### src/common/lom_pkg.sv
package lom_pkg;
    // register word indices; each byte address is four times its index
    localparam logic [7:0]  LOM_IDX_VOLUME_MUTE  = 8'h1E;
    localparam logic [7:0]  LOM_IDX_FIRST_ROUTES = 8'h34;
    localparam logic [7:0]  LOM_IDX_SECOND_ROUTES = 8'h35;
    localparam logic [7:0]  LOM_IDX_REF_CTRL     = 8'h38;
    localparam logic [9:0]  LOM_ADDR_VOLUME_MUTE  = {LOM_IDX_VOLUME_MUTE, 2'b00};
    localparam logic [9:0]  LOM_ADDR_FIRST_ROUTES = {LOM_IDX_FIRST_ROUTES, 2'b00};
    localparam logic [9:0]  LOM_ADDR_SECOND_ROUTES = {LOM_IDX_SECOND_ROUTES, 2'b00};
    localparam logic [9:0]  LOM_ADDR_REF_CTRL     = {LOM_IDX_REF_CTRL, 2'b00};
    // volume / mute register fields
    localparam int          LOM_BIT_FIRST_NEG_MUTE  = 6;
    localparam int          LOM_BIT_FIRST_POS_MUTE  = 5;
    localparam int          LOM_BIT_FIRST_ATTEN     = 4;
    localparam int          LOM_BIT_SECOND_NEG_MUTE = 2;
    localparam int          LOM_BIT_SECOND_POS_MUTE = 1;
    localparam int          LOM_BIT_SECOND_ATTEN    = 0;
    // first pair route register fields
    localparam int          LOM_BIT_LEFT_MIX_TO_FIRST_NEG  = 6;
    localparam int          LOM_BIT_RIGHT_MIX_TO_FIRST_NEG = 5;
    localparam int          LOM_BIT_FIRST_MODE             = 4;
    localparam int          LOM_BIT_RIGHT_AMP_TO_FIRST_DIFF = 2;
    localparam int          LOM_BIT_LEFT_AMP_TO_FIRST_DIFF  = 1;
    localparam int          LOM_BIT_LEFT_MIX_TO_FIRST_POS  = 0;
    // second pair route register fields
    localparam int          LOM_BIT_RIGHT_MIX_TO_SECOND_NEG = 6;
    localparam int          LOM_BIT_LEFT_MIX_TO_SECOND_NEG  = 5;
    localparam int          LOM_BIT_SECOND_MODE             = 4;
    localparam int          LOM_BIT_LEFT_AMP_TO_SECOND_DIFF  = 2;
    localparam int          LOM_BIT_RIGHT_AMP_TO_SECOND_DIFF = 1;
    localparam int          LOM_BIT_RIGHT_MIX_TO_SECOND_POS = 0;
    // reference control field
    localparam int          LOM_BIT_MIDRAIL_BUF_EN = 0;
    // writable masks and reset values
    localparam logic [15:0] LOM_MASK_VOLUME_MUTE = 16'h0077;
    localparam logic [15:0] LOM_MASK_ROUTES      = 16'h0077;
    localparam logic [15:0] LOM_MASK_REF_CTRL    = 16'h0001;
    localparam logic [15:0] LOM_RST_VOLUME_MUTE  = 16'h0066;
    localparam logic [15:0] LOM_RST_ROUTES       = 16'h0000;
    localparam logic [15:0] LOM_RST_REF_CTRL     = 16'h0000;

    // output pair operating mode
    typedef enum logic [0:0]
    {
        LOM_MODE_DIFF   = 1'b0,
        LOM_MODE_SINGLE = 1'b1
    } lom_mode_t;
endpackage : lom_pkg

### src/hw/lom_line_output_mixer_control.sv
// How it works
// first pair runs single-ended when its mode field is 1, differential when 0.
// in single-ended mode, route bit 6 sends the left mixer and bit 5 the right mixer to the first negative output.
// in differential mode, bit 2 sends the right input amp and bit 1 the left input amp to the first differential output.
// bit 0 sends the left mixer to the differential output, or to the positive output in single-ended mode.
// bit 6 mutes the first negative output and bit 5 the positive output, both muted after reset.
// bit 4 attenuates both first-pair outputs by 6 dB when set, cleared after reset.
// after reset the first pair is differential with every route disabled.
// software sets the midrail buffer enable before using the first pair single-ended.
// second pair runs single-ended when its mode field is 1, differential when 0.
// single-ended second pair routes right mixer to positive, left and right mixers to negative.
// differential second pair routes right mixer, left amp and right amp to its differential output.
// each pair's attenuate bit gives 6 dB less level, meant for several full-scale routes.
// software sets the midrail buffer enable before using the second pair single-ended.
// second pair mutes sit at bits 2 and 1, muted after reset, with its attenuate bit at 0.
// a route of the unselected mode does nothing but keeps its stored value.
`timescale 1ns/1ps
module lom_line_output_mixer_control
(
    input  wire logic        ref_clk,                   // 200 MHz clock
    input  wire logic        arst_n,                    // asynchronous reset, active low
    input  wire logic        psel,                      // apb select
    input  wire logic        penable,                   // apb access phase
    input  wire logic        pwrite,                    // apb direction
    input  wire logic [11:0] paddr,                     // apb byte address
    input  wire logic [31:0] pwdata,                    // apb write data
    input  wire logic [3:0]  pstrb,                     // apb byte strobes
    output logic      [31:0] prdata,                    // apb read data
    output logic             pready,                    // apb ready
    output logic             pslverr,                   // apb error, unmapped address
    output logic             first_pair_mode_select,    // first pair single-ended when high
    output logic             second_pair_mode_select,   // second pair single-ended when high
    output logic             left_mix_to_first_pos,     // left mixer drives first positive/diff
    output logic             left_mix_to_first_neg,     // left mixer drives first negative
    output logic             right_mix_to_first_neg,    // right mixer drives first negative
    output logic             right_amp_to_first_diff,   // right amp drives first diff output
    output logic             left_amp_to_first_diff,    // left amp drives first diff output
    output logic             right_mix_to_second_pos,   // right mixer drives second positive/diff
    output logic             left_mix_to_second_neg,    // left mixer drives second negative
    output logic             right_mix_to_second_neg,   // right mixer drives second negative
    output logic             left_amp_to_second_diff,   // left amp drives second diff output
    output logic             right_amp_to_second_diff,  // right amp drives second diff output
    output logic             first_neg_mute,            // first negative output muted
    output logic             first_pos_mute,            // first positive output muted
    output logic             second_neg_mute,           // second negative output muted
    output logic             second_pos_mute,           // second positive output muted
    output logic             first_pair_attenuate,      // first pair at -6 dB
    output logic             second_pair_attenuate,     // second pair at -6 dB
    output logic             midrail_buffer_enable      // buffered midrail reference on
);
    import lom_pkg::*;

    // reset release pair, kept apart since it is cleared by the raw reset
    typedef struct packed
    {
        logic meta;
        logic sync;
    } lom_sync_t;

    typedef struct packed
    {
        logic [15:0] vol_mute;
        logic [15:0] first_routes;
        logic [15:0] second_routes;
        logic [15:0] ref_ctrl;
        logic [31:0] rdata;
        logic        ready;
        logic        slverr;
        logic [18:0] route_out;
    } lom_state_t;

    lom_sync_t  sync_q;
    lom_state_t st_q;
    lom_state_t st_d;
    logic       rst_n;

    // merge a 16-bit register with write data under byte strobes and a writable mask
    function automatic logic [15:0] lom_merge(input logic [15:0] old_v, input logic [31:0] wd,
                                              input logic [3:0] strb, input logic [15:0] mask);
        logic [15:0] nv;
        nv = old_v;
        if (strb[0])
            nv[7:0] = wd[7:0];
        if (strb[1])
            nv[15:8] = wd[15:8];
        return nv & mask;
    endfunction : lom_merge

    // reset release through two flip-flops
    always_ff @(posedge ref_clk or negedge arst_n)
    begin
        if (!arst_n)
        begin
            sync_q.meta <= 1'b0;
            sync_q.sync <= 1'b0;
        end
        else
        begin
            sync_q.meta <= 1'b1;
            sync_q.sync <= sync_q.meta;
        end
    end

    // only the second flop feeds the rest of the block
    assign rst_n = sync_q.sync;

    // next state: apb slave, register file, mode-gated route decode
    always_comb
    begin
        logic        acc;
        logic        hit;
        logic [15:0] rd16;
        lom_mode_t   m1;
        lom_mode_t   m2;
        logic [15:0] r1;
        logic [15:0] r2;
        logic        wr;
        acc  = 1'b0;
        hit  = 1'b0;
        rd16 = '0;
        wr   = 1'b0;
        m1   = LOM_MODE_DIFF;
        m2   = LOM_MODE_DIFF;
        r1   = '0;
        r2   = '0;
        st_d = st_q;
        acc = psel && !penable;
        // decode on the setup cycle, answer in the access phase
        unique case (paddr[11:2])
            {2'b00, LOM_IDX_VOLUME_MUTE}:
            begin
                hit  = 1'b1;
                rd16 = st_q.vol_mute;
            end
            {2'b00, LOM_IDX_FIRST_ROUTES}:
            begin
                hit  = 1'b1;
                rd16 = st_q.first_routes;
            end
            {2'b00, LOM_IDX_SECOND_ROUTES}:
            begin
                hit  = 1'b1;
                rd16 = st_q.second_routes;
            end
            {2'b00, LOM_IDX_REF_CTRL}:
            begin
                hit  = 1'b1;
                rd16 = st_q.ref_ctrl;
            end
            default:
            begin
                hit  = 1'b0;
                rd16 = '0;
            end
        endcase
        st_d.ready  = acc;
        st_d.slverr = acc && !hit;
        st_d.rdata  = (acc && !pwrite && hit) ? {16'h0000, rd16} : 32'h0000_0000;
        // a write lands only at the access edge, where the master sees pready high
        wr = psel && penable && st_q.ready && pwrite && hit;
        if (wr)
        begin
            if (paddr[11:2] == {2'b00, LOM_IDX_VOLUME_MUTE})
                st_d.vol_mute = lom_merge(st_q.vol_mute, pwdata, pstrb, LOM_MASK_VOLUME_MUTE);
            if (paddr[11:2] == {2'b00, LOM_IDX_FIRST_ROUTES})
                st_d.first_routes = lom_merge(st_q.first_routes, pwdata, pstrb, LOM_MASK_ROUTES);
            if (paddr[11:2] == {2'b00, LOM_IDX_SECOND_ROUTES})
                st_d.second_routes = lom_merge(st_q.second_routes, pwdata, pstrb, LOM_MASK_ROUTES);
            if (paddr[11:2] == {2'b00, LOM_IDX_REF_CTRL})
                st_d.ref_ctrl = lom_merge(st_q.ref_ctrl, pwdata, pstrb, LOM_MASK_REF_CTRL);
        end
        // stored values drive outputs; only the negative and amp routes are gated by the pair's current mode
        r1 = st_q.first_routes;
        r2 = st_q.second_routes;
        m1 = lom_mode_t'(r1[LOM_BIT_FIRST_MODE]);
        m2 = lom_mode_t'(r2[LOM_BIT_SECOND_MODE]);
        st_d.route_out[0]  = r1[LOM_BIT_FIRST_MODE];
        st_d.route_out[1]  = r2[LOM_BIT_SECOND_MODE];
        st_d.route_out[2]  = r1[LOM_BIT_LEFT_MIX_TO_FIRST_POS];
        st_d.route_out[3]  = (m1 == LOM_MODE_SINGLE) && r1[LOM_BIT_LEFT_MIX_TO_FIRST_NEG];
        st_d.route_out[4]  = (m1 == LOM_MODE_SINGLE) && r1[LOM_BIT_RIGHT_MIX_TO_FIRST_NEG];
        st_d.route_out[5]  = (m1 == LOM_MODE_DIFF) && r1[LOM_BIT_RIGHT_AMP_TO_FIRST_DIFF];
        st_d.route_out[6]  = (m1 == LOM_MODE_DIFF) && r1[LOM_BIT_LEFT_AMP_TO_FIRST_DIFF];
        st_d.route_out[7]  = r2[LOM_BIT_RIGHT_MIX_TO_SECOND_POS];
        st_d.route_out[8]  = (m2 == LOM_MODE_SINGLE) && r2[LOM_BIT_LEFT_MIX_TO_SECOND_NEG];
        st_d.route_out[9]  = (m2 == LOM_MODE_SINGLE) && r2[LOM_BIT_RIGHT_MIX_TO_SECOND_NEG];
        st_d.route_out[10] = (m2 == LOM_MODE_DIFF) && r2[LOM_BIT_LEFT_AMP_TO_SECOND_DIFF];
        st_d.route_out[11] = (m2 == LOM_MODE_DIFF) && r2[LOM_BIT_RIGHT_AMP_TO_SECOND_DIFF];
        st_d.route_out[12] = st_q.vol_mute[LOM_BIT_FIRST_NEG_MUTE];
        st_d.route_out[13] = st_q.vol_mute[LOM_BIT_FIRST_POS_MUTE];
        st_d.route_out[14] = st_q.vol_mute[LOM_BIT_SECOND_NEG_MUTE];
        st_d.route_out[15] = st_q.vol_mute[LOM_BIT_SECOND_POS_MUTE];
        st_d.route_out[16] = st_q.vol_mute[LOM_BIT_FIRST_ATTEN];
        st_d.route_out[17] = st_q.vol_mute[LOM_BIT_SECOND_ATTEN];
        st_d.route_out[18] = st_q.ref_ctrl[LOM_BIT_MIDRAIL_BUF_EN];
    end

    // state register, reset from the synchronised copy
    always_ff @(posedge ref_clk or negedge rst_n)
    begin
        if (!rst_n)
        begin
            st_q               <= '0;
            st_q.vol_mute      <= LOM_RST_VOLUME_MUTE;
            st_q.first_routes  <= LOM_RST_ROUTES;
            st_q.second_routes <= LOM_RST_ROUTES;
            st_q.ref_ctrl      <= LOM_RST_REF_CTRL;
            st_q.route_out     <= 19'h0F000;            // all four outputs muted
        end
        else
        begin
            st_q <= st_d;
        end
    end

    // outputs straight from flip-flops
    assign prdata                   = st_q.rdata;
    assign pready                   = st_q.ready;
    assign pslverr                  = st_q.slverr;
    assign first_pair_mode_select   = st_q.route_out[0];
    assign second_pair_mode_select  = st_q.route_out[1];
    assign left_mix_to_first_pos    = st_q.route_out[2];
    assign left_mix_to_first_neg    = st_q.route_out[3];
    assign right_mix_to_first_neg   = st_q.route_out[4];
    assign right_amp_to_first_diff  = st_q.route_out[5];
    assign left_amp_to_first_diff   = st_q.route_out[6];
    assign right_mix_to_second_pos  = st_q.route_out[7];
    assign left_mix_to_second_neg   = st_q.route_out[8];
    assign right_mix_to_second_neg  = st_q.route_out[9];
    assign left_amp_to_second_diff  = st_q.route_out[10];
    assign right_amp_to_second_diff = st_q.route_out[11];
    assign first_neg_mute           = st_q.route_out[12];
    assign first_pos_mute           = st_q.route_out[13];
    assign second_neg_mute          = st_q.route_out[14];
    assign second_pos_mute          = st_q.route_out[15];
    assign first_pair_attenuate     = st_q.route_out[16];
    assign second_pair_attenuate    = st_q.route_out[17];
    assign midrail_buffer_enable    = st_q.route_out[18];
endmodule : lom_line_output_mixer_control

### config.mk
export PLATFORM = sky130hd
export DESIGN_NAME = lom_line_output_mixer_control
export DESIGN_NICKNAME = d
export VERILOG_FILES = /design/src/common/lom_pkg.sv /design/src/hw/lom_line_output_mixer_control.sv
export SDC_FILE = /design/constraint.sdc
export NUM_CORES = 1
export LEC_CHECK = 0
export BUFFER_PORTS_ARGS = -buffer_cell sky130_fd_sc_hd__buf_2
export CAP_MARGIN = 20
export CORE_ASPECT_RATIO = 0.6
export CORE_UTILIZATION = 45
export DETAILED_ROUTE_END_ITERATION = 8
export PLACE_DENSITY = 0.87
export SLEW_MARGIN = 20
export SYNTH_ARGS = -nofsm -noshare
export SYNTH_HDL_FRONTEND = slang
export SYNTH_SLANG_ARGS = --single-unit
### constraint.sdc
create_clock -name ref_clk -period 1.9 [get_ports ref_clk]
set_input_delay 0.095 -clock ref_clk [delete_from_list [all_inputs] [get_ports ref_clk]]
set_output_delay 0.095 -clock ref_clk [all_outputs]
set_load 0.05 [all_outputs]
==> results.json, run 1 <==
{
  "detail_route.wirelength_um": 3470,
  "post_synth_main_area_contributors": "sky130_fd_sc_hd__dfrtp_1, sky130_fd_sc_hd__buf_4, sky130_fd_sc_hd__dfstp_2",
  "design.core.area_um2": 4300,
  "final_setup_skew_ns": 0.00573,
  "finalSetupTns_ns": 0,
  "layout.nets": 250,
  "drt_iter0_markers": 48,
  "report.final.setup_viol": 0,
  "width_of_the_die_um": 90.4,
  "finalCritPeriodShare_pct": 82.4,
  "ios": 106,
  "n_antenna_cell": 0,
  "cts_buffer_depth": 2,
  "synth_cell_type_count": 31,
  "outcome": "finished clean",
  "chipHeight_um": 55.0,
  "synth_area_um2": 2110,
  "synthCells": 149,
  "worst_max_slew_pin_slew_ns": 0.555,
  "cts_tree": "yes",
  "grt_first_pass_wirelength_um": 5530,
  "hold-path-cell-count": 2,
  "synthesis.yosys.warnings": 0,
  "share_of_synthesized_area_occupied_by_flip_flops_and_latches_pct": 57.4,
  "postSynth.asyncResetShare_pct": 100,
  "crit_path_end_kind": "register",
  "yosysTopAreaCell": "sky130_fd_sc_hd__dfrtp_1",
  "area_of_the_die_um2": 4970,
  "max_slew_margin_pct": 63.0,
  "layout.cells.non_filler": 258,
  "hold_path_class": "input port to register",
  "globalRoute.totalOverflow": 0,
  "global_route.usage.total_pct": 15.8,
  "power.static_leakage_nw": 1.27,
  "clock_sink_count": 48,
  "synth_largest_type_area_fraction_pct": 47.5,
  "vias_per_cell": 4.45,
  "critical_path.max_fanout": 6,
  "cts_max_level": 2,
  "cp.required_ns": 2.08,
  "clockRootBuffer": "sky130_fd_sc_hd__clkbuf_8",
  "final_max_slew_viol_count": 0,
  "power_density_nw_per_um2": 774,
  "place_congestion": 0.711,
  "reg2regPathDepth": 4,
  "place_inst": 249,
  "worstSetupStartpointType": "register",
  "route.detailed.wl_per_inst_um": 13.5,
  "core_rows": 18,
  "grt_antenna_before_repair": 0,
  "critical_path_arrival_ns": 1.75,
  "dp.final_hpwl_um": 2560,
  "hold_ws_ns": 0.0537,
  "grt_start_max_net_pins": 47,
  "sequential_cell_area_um2": 1210,
  "detailedRoute.firstPassIterationCount": 4,
  "rsz0062_at_grt": "no",
  "cts.reportedPaths.clkPinSlew_ns": 0.08,
  "drive_above_1_share_pct": 47.0,
  "worst-setup-path-type": "register to register",
  "final_util_pct": 54.9,
  "routed-via-count": 1148,
  "post_synth_most_frequent_cells": "sky130_fd_sc_hd__dfrtp_1, sky130_fd_sc_hd__buf_4, sky130_fd_sc_hd__mux2_2",
  "flow.area_growth_from_synthesis_pct": 12.1,
  "drc_errors": 0,
  "multi_input_area_um2": 724,
  "initial_core_utilization_pct": 49.0,
  "vdd_ir_drop_max_mv": 0.295,
  "hold_viol": 0,
  "largest_register_ffs": 11,
  "cts-buffers-inserted": 5,
  "ys_ff_latch": 48,
  "yosysMostFrequentCell": "sky130_fd_sc_hd__dfrtp_1",
  "grt_pass1_vias": 1111,
  "final_period_minus_worst_setup_slack_ns": 1.57,
  "syn_area_per_cell_um2": 14.1,
  "port_buffers": 48,
  "synth_edf_count": 0,
  "ant_nets": 0,
  "dominantRegCellSynth": "sky130_fd_sc_hd__dfrtp_1",
  "max_cap_violations": 0,
  "fill_cells": 381,
  "max_freq_mhz": 638,
  "clk-insertion-delay-late_ns": 0.30
}
## layout make-up
cell class | instances | share of cell area (%)
inverter | 1 | 0.159
clock buffer | 8 | 3.81
multi-input combinational | 91 | 30.7
timing repair buffer | 50 | 10.9
sequential | 48 | 51.3
tap | 60 | 3.18
## report_power, final
group          switching, W  leakage [nW]  total (W)  internal, W
Sequential       0.00000149         0.634    0.00103      0.00103
Combinational      0.000171         0.586   0.000201    0.0000302
Clock              0.000304        0.0455   0.000600     0.000297
Total              0.000477          1.27    0.00183      0.00135
## logic make-up (layout without fill, tap and decap cells)
group | count (synthesis) | count (layout) | synth area share (%)
compound gates | 10 | 10 | 3.50
simple gates | 30 | 30 | 12.5
mux | 24 | 24 | 13.6
flops | 48 | 48 | 57.4
other cells | 2 | 27 | 0.356
buf+inv | 35 | 59 | 12.6
## worst max-delay path: stages (launching register included)
cell	delay (ns)
sky130_fd_sc_hd__dfrtp_1	0.34
sky130_fd_sc_hd__nand2_1	0.08
sky130_fd_sc_hd__nor2_4	0.17
sky130_fd_sc_hd__and4b_1	0.52
sky130_fd_sc_hd__mux2_4	0.34
## path summary, 6_finish.rpt
check	startpoint	end	slack (ns)
worst max-delay path	pready	st_d[2]	0.33
worst min-delay path	pwdata[6]	st_q[75]	0.05
worst max register to register	pready	st_d[2]	0.33
worst min register to register	rst_n	prdata[6]	0.34
max in group asynchronous	rst_n	second_pos_mute	1.17
min in group asynchronous	arst_n	rst_n	0.10
## repair_timing
item,CTS,global route
resized for setup,0,0
buffers inserted,0,0
hold endpoints to repair,2,0
hold buffers,1,0
## metrics by stage
stage / setup WS (ns) / area (µm²) / total power [W]
floorplan: 0.162 / 2200 / 0.00125
global placement: 0.200 / 2260 / 0.00125
detailed placement: 0.164 / 2260 / 0.00125
CTS: 0.320 / 2360 / 0.00185
global route: 0.249 / 2360 / 0.00191
finish: 0.333 / 2360 / 0.00183
## placed cells by master, fill, tap and decap left out, types with 2 or more instances in the layout
cell type	count
sky130_fd_sc_hd__and2_1	4
sky130_fd_sc_hd__o21ai_0	2
sky130_fd_sc_hd__conb_1	27
sky130_fd_sc_hd__clkbuf_1	2
sky130_fd_sc_hd__buf_2	48
sky130_fd_sc_hd__nor2b_1	5
sky130_fd_sc_hd__nor2_1	2
sky130_fd_sc_hd__clkbuf_8	6
sky130_fd_sc_hd__o2bb2ai_1	5
sky130_fd_sc_hd__mux2i_1	5
sky130_fd_sc_hd__dfrtp_1	39
sky130_fd_sc_hd__nor4_4	2
sky130_fd_sc_hd__nand3_1	4
sky130_fd_sc_hd__a21oi_1	2
sky130_fd_sc_hd__mux2_4	6
sky130_fd_sc_hd__dfstp_2	8
sky130_fd_sc_hd__mux2_2	13
## routing by layer
layer | GRT usage (%) | vias to the layer above | part of all wire, %
met4 | 5.38 | 0 | 1.3
met1 | 19.4 | 560 | 44
met3 | 7.10 | 6 | 6.1
met2 | 25.6 | 33 | 48
li1 | - | 549 | -
met5 | 0 | - | 0
(Power assumes the default switching activity.)
==> run 2: changes to the inputs <==
clock period = 1.6 ns   (was 1.9 ns; I/O delays follow)
==> run 2 against run 1 <==
  * Sequential power rose by 19%
  * Non-clock buffer count is 6 higher
  * Global-route usage grew 0.052 points
  * Worst hold slack worse by 0.0048 ns
  * Wire length down 0.37%
  * Cell count increased by 2.3%
  * Largest power group unchanged
  * Highest routed layer unchanged
==> results.json, run 2 (synthesized netlist as in run 1, its figures left out) <==
{
  "critical_path.max_fanout": 6,
  "cts_tree": "yes",
  "grt_pass1_vias": 1126,
  "max_freq_mhz": 700,
  "design.core.area_um2": 4300,
  "flow.area_growth_from_synthesis_pct": 16.3,
  "report.final.setup_viol": 0,
  "final_max_slew_viol_count": 0,
  "outcome": "finished clean",
  "detailedRoute.firstPassIterationCount": 4,
  "cts_setup_buffers": 0,
  "multi_input_area_um2": 724,
  "largest_register_ffs": 11,
  "global_route.usage.total_pct": 15.8,
  "timing.critical_path.max_delay_family": "simple AND/OR/NAND/NOR gates",
  "clk-insertion-delay-late_ns": 0.29,
  "hold_path_class": "input port to register",
  "sequential_cell_area_um2": 1210,
  "globalRoute.totalOverflow": 0,
  "finalSetupTns_ns": 0,
  "max_cap_violations": 0,
  "route.detailed.wl_per_inst_um": 13.1,
  "place_congestion": 0.796,
  "port_buffers": 48,
  "critical_path_arrival_ns": 1.61,
  "cts_max_level": 2,
  "width_of_the_die_um": 90.4,
  "n_antenna_cell": 0,
  "max_slew_margin_pct": 66.3,
  "critical-path-slowest-cell": "sky130_fd_sc_hd__dfrtp_2",
  "layout.nets": 256,
  "final_cell_mix": "sky130_fd_sc_hd__buf_2, sky130_fd_sc_hd__dfrtp_1, sky130_fd_sc_hd__conb_1",
  "detail_route.wirelength_um": 3460,
  "vdd_ir_drop_max_mv": 0.375,
  "placedInstanceArea_um2": 2330,
  "clockRootBuffer": "sky130_fd_sc_hd__clkbuf_8",
  "area_of_the_die_um2": 4970,
  "final_setup_skew_ns": 0.00507,
  "cts.reportedPaths.clkPinSlew_ns": 0.08,
  "finalCritPeriodShare_pct": 89.3,
  "drt_iter0_markers": 43,
  "critical_path.n_buffers_inverters": 1,
  "crit_path_end_kind": "register",
  "initial_core_utilization_pct": 49.0,
  "drive_above_1_share_pct": 49.5,
  "final_period_minus_worst_setup_slack_ns": 1.43,
  "ios": 106,
  "clock_sink_count": 48,
  "grt_first_pass_wirelength_um": 5710,
  "grt_start_max_net_pins": 23,
  "power.static_leakage_nw": 1.31,
  "worst-setup-path-type": "register to register",
  "mostFrequentLayoutCell": "sky130_fd_sc_hd__buf_2",
  "chipHeight_um": 55.0,
  "core_rows": 18,
  "rsz0062_at_grt": "no",
  "grt_antenna_before_repair": 0,
  "hold_ws_ns": 0.0489,
  "cts-buffers-inserted": 5,
  "ant_nets": 0,
  "cp.required_ns": 1.78,
  "hold_viol": 0,
  "max_stage_delay_ns": 0.36,
  "dp.final_hpwl_um": 2660,
  "vias_per_cell": 4.55,
  "cts_buffer_depth": 2,
  "fin_total_pwr_w": 0.00230,
  "power_density_nw_per_um2": 939,
  "worst_max_slew_pin_slew_ns": 0.506,
  "worstSetupStartpointType": "register",
  "drc_errors": 0,
  "fin_area_um2": 2450,
  "fill_cells": 367,
  "worstPathCellList": "nand2_1 > nor2_4 > and4b_1 > buf_12 > mux2_4",
  "routed-via-count": 1202
}
==> run 2: cell types whose count changed in the layout (fill, tap and decap cells not counted) <==
cell and delta:
sky130_fd_sc_hd__dfrtp_1 -1, sky130_fd_sc_hd__buf_12 +2, sky130_fd_sc_hd__clkbuf_8 -1, sky130_fd_sc_hd__clkinv_2 +1, sky130_fd_sc_hd__bufinv_16 +1, sky130_fd_sc_hd__dfrtp_2 +1, sky130_fd_sc_hd__clkbuf_1 -1, sky130_fd_sc_hd__buf_4 +4
==> run 2: per-layer routing <==
| layer | vias up | part of all wire, % | GRT usage [%] |
|---|---|---|---|
| met4 | 0 | 0.46 | 4.03 |
| met3 | 4 | 4.6 | 4.92 |
| met2 | 33 | 48 | 25.6 |
| li1 | 560 | - | - |
| met5 | - | 0 | 0 |
| met1 | 605 | 47 | 21.4 |
==> run 2: where the power goes <==
part	switching (W)	total [W]	internal (W)
registers	0.0000124	0.00123	0.00122
clock network	0.000370	0.000833	0.000464
logic	0.000196	0.000239	0.0000424
total	0.000579	0.00230	0.00172
==> run 2: final timing paths <==
path                           start  depth (start not counted)  slack, ns                    end
max in group asynchronous      rst_n                          1       0.78         first_neg_mute
min in group asynchronous     arst_n                          2       0.09                  rst_n
min reg2reg                    rst_n                          0       0.24  midrail_buffer_enable
max                           pready                          5       0.17               st_q[86]
max reg2reg                   pready                          5       0.17               st_q[86]
min                        pwdata[4]                          2       0.05                st_d[0]
==> run 2: per-stage QoR <==
stage	util [%]	std cells	setup WS, ns
after floorplan	-	174	0.0121
after global placement	54.3	255	0.0999
after detailed placement	54.3	255	0.0944
after CTS	57.0	264	0.168
after global routing	57.0	264	0.0997
final	57.0	264	0.171
==> run 2: worst register-to-register path, cell delays in order, from the launching register on <==
cell and delay (ns):
sky130_fd_sc_hd__dfrtp_2 0.36, sky130_fd_sc_hd__nand2_1 0.08, sky130_fd_sc_hd__nor2_4 0.17, sky130_fd_sc_hd__and4b_1 0.27
sky130_fd_sc_hd__buf_12 0.14, sky130_fd_sc_hd__mux2_4 0.30
==> run 2: area by class of cell <==
cell class / instances / area share [%]
clock buffer: 6 / 2.96
sequential: 48 / 49.5
timing repair buffer: 56 / 13.4
clock inverter: 2 / 1.43
multi-input combinational: 91 / 29.5
inverter: 1 / 0.153
tap: 60 / 3.06
==> run 2: timing repair <==
item                      4_1_cts  5_1_grt
hold endpoints to repair        2        0
gates resized for setup         0        0
hold buffers                    1        0
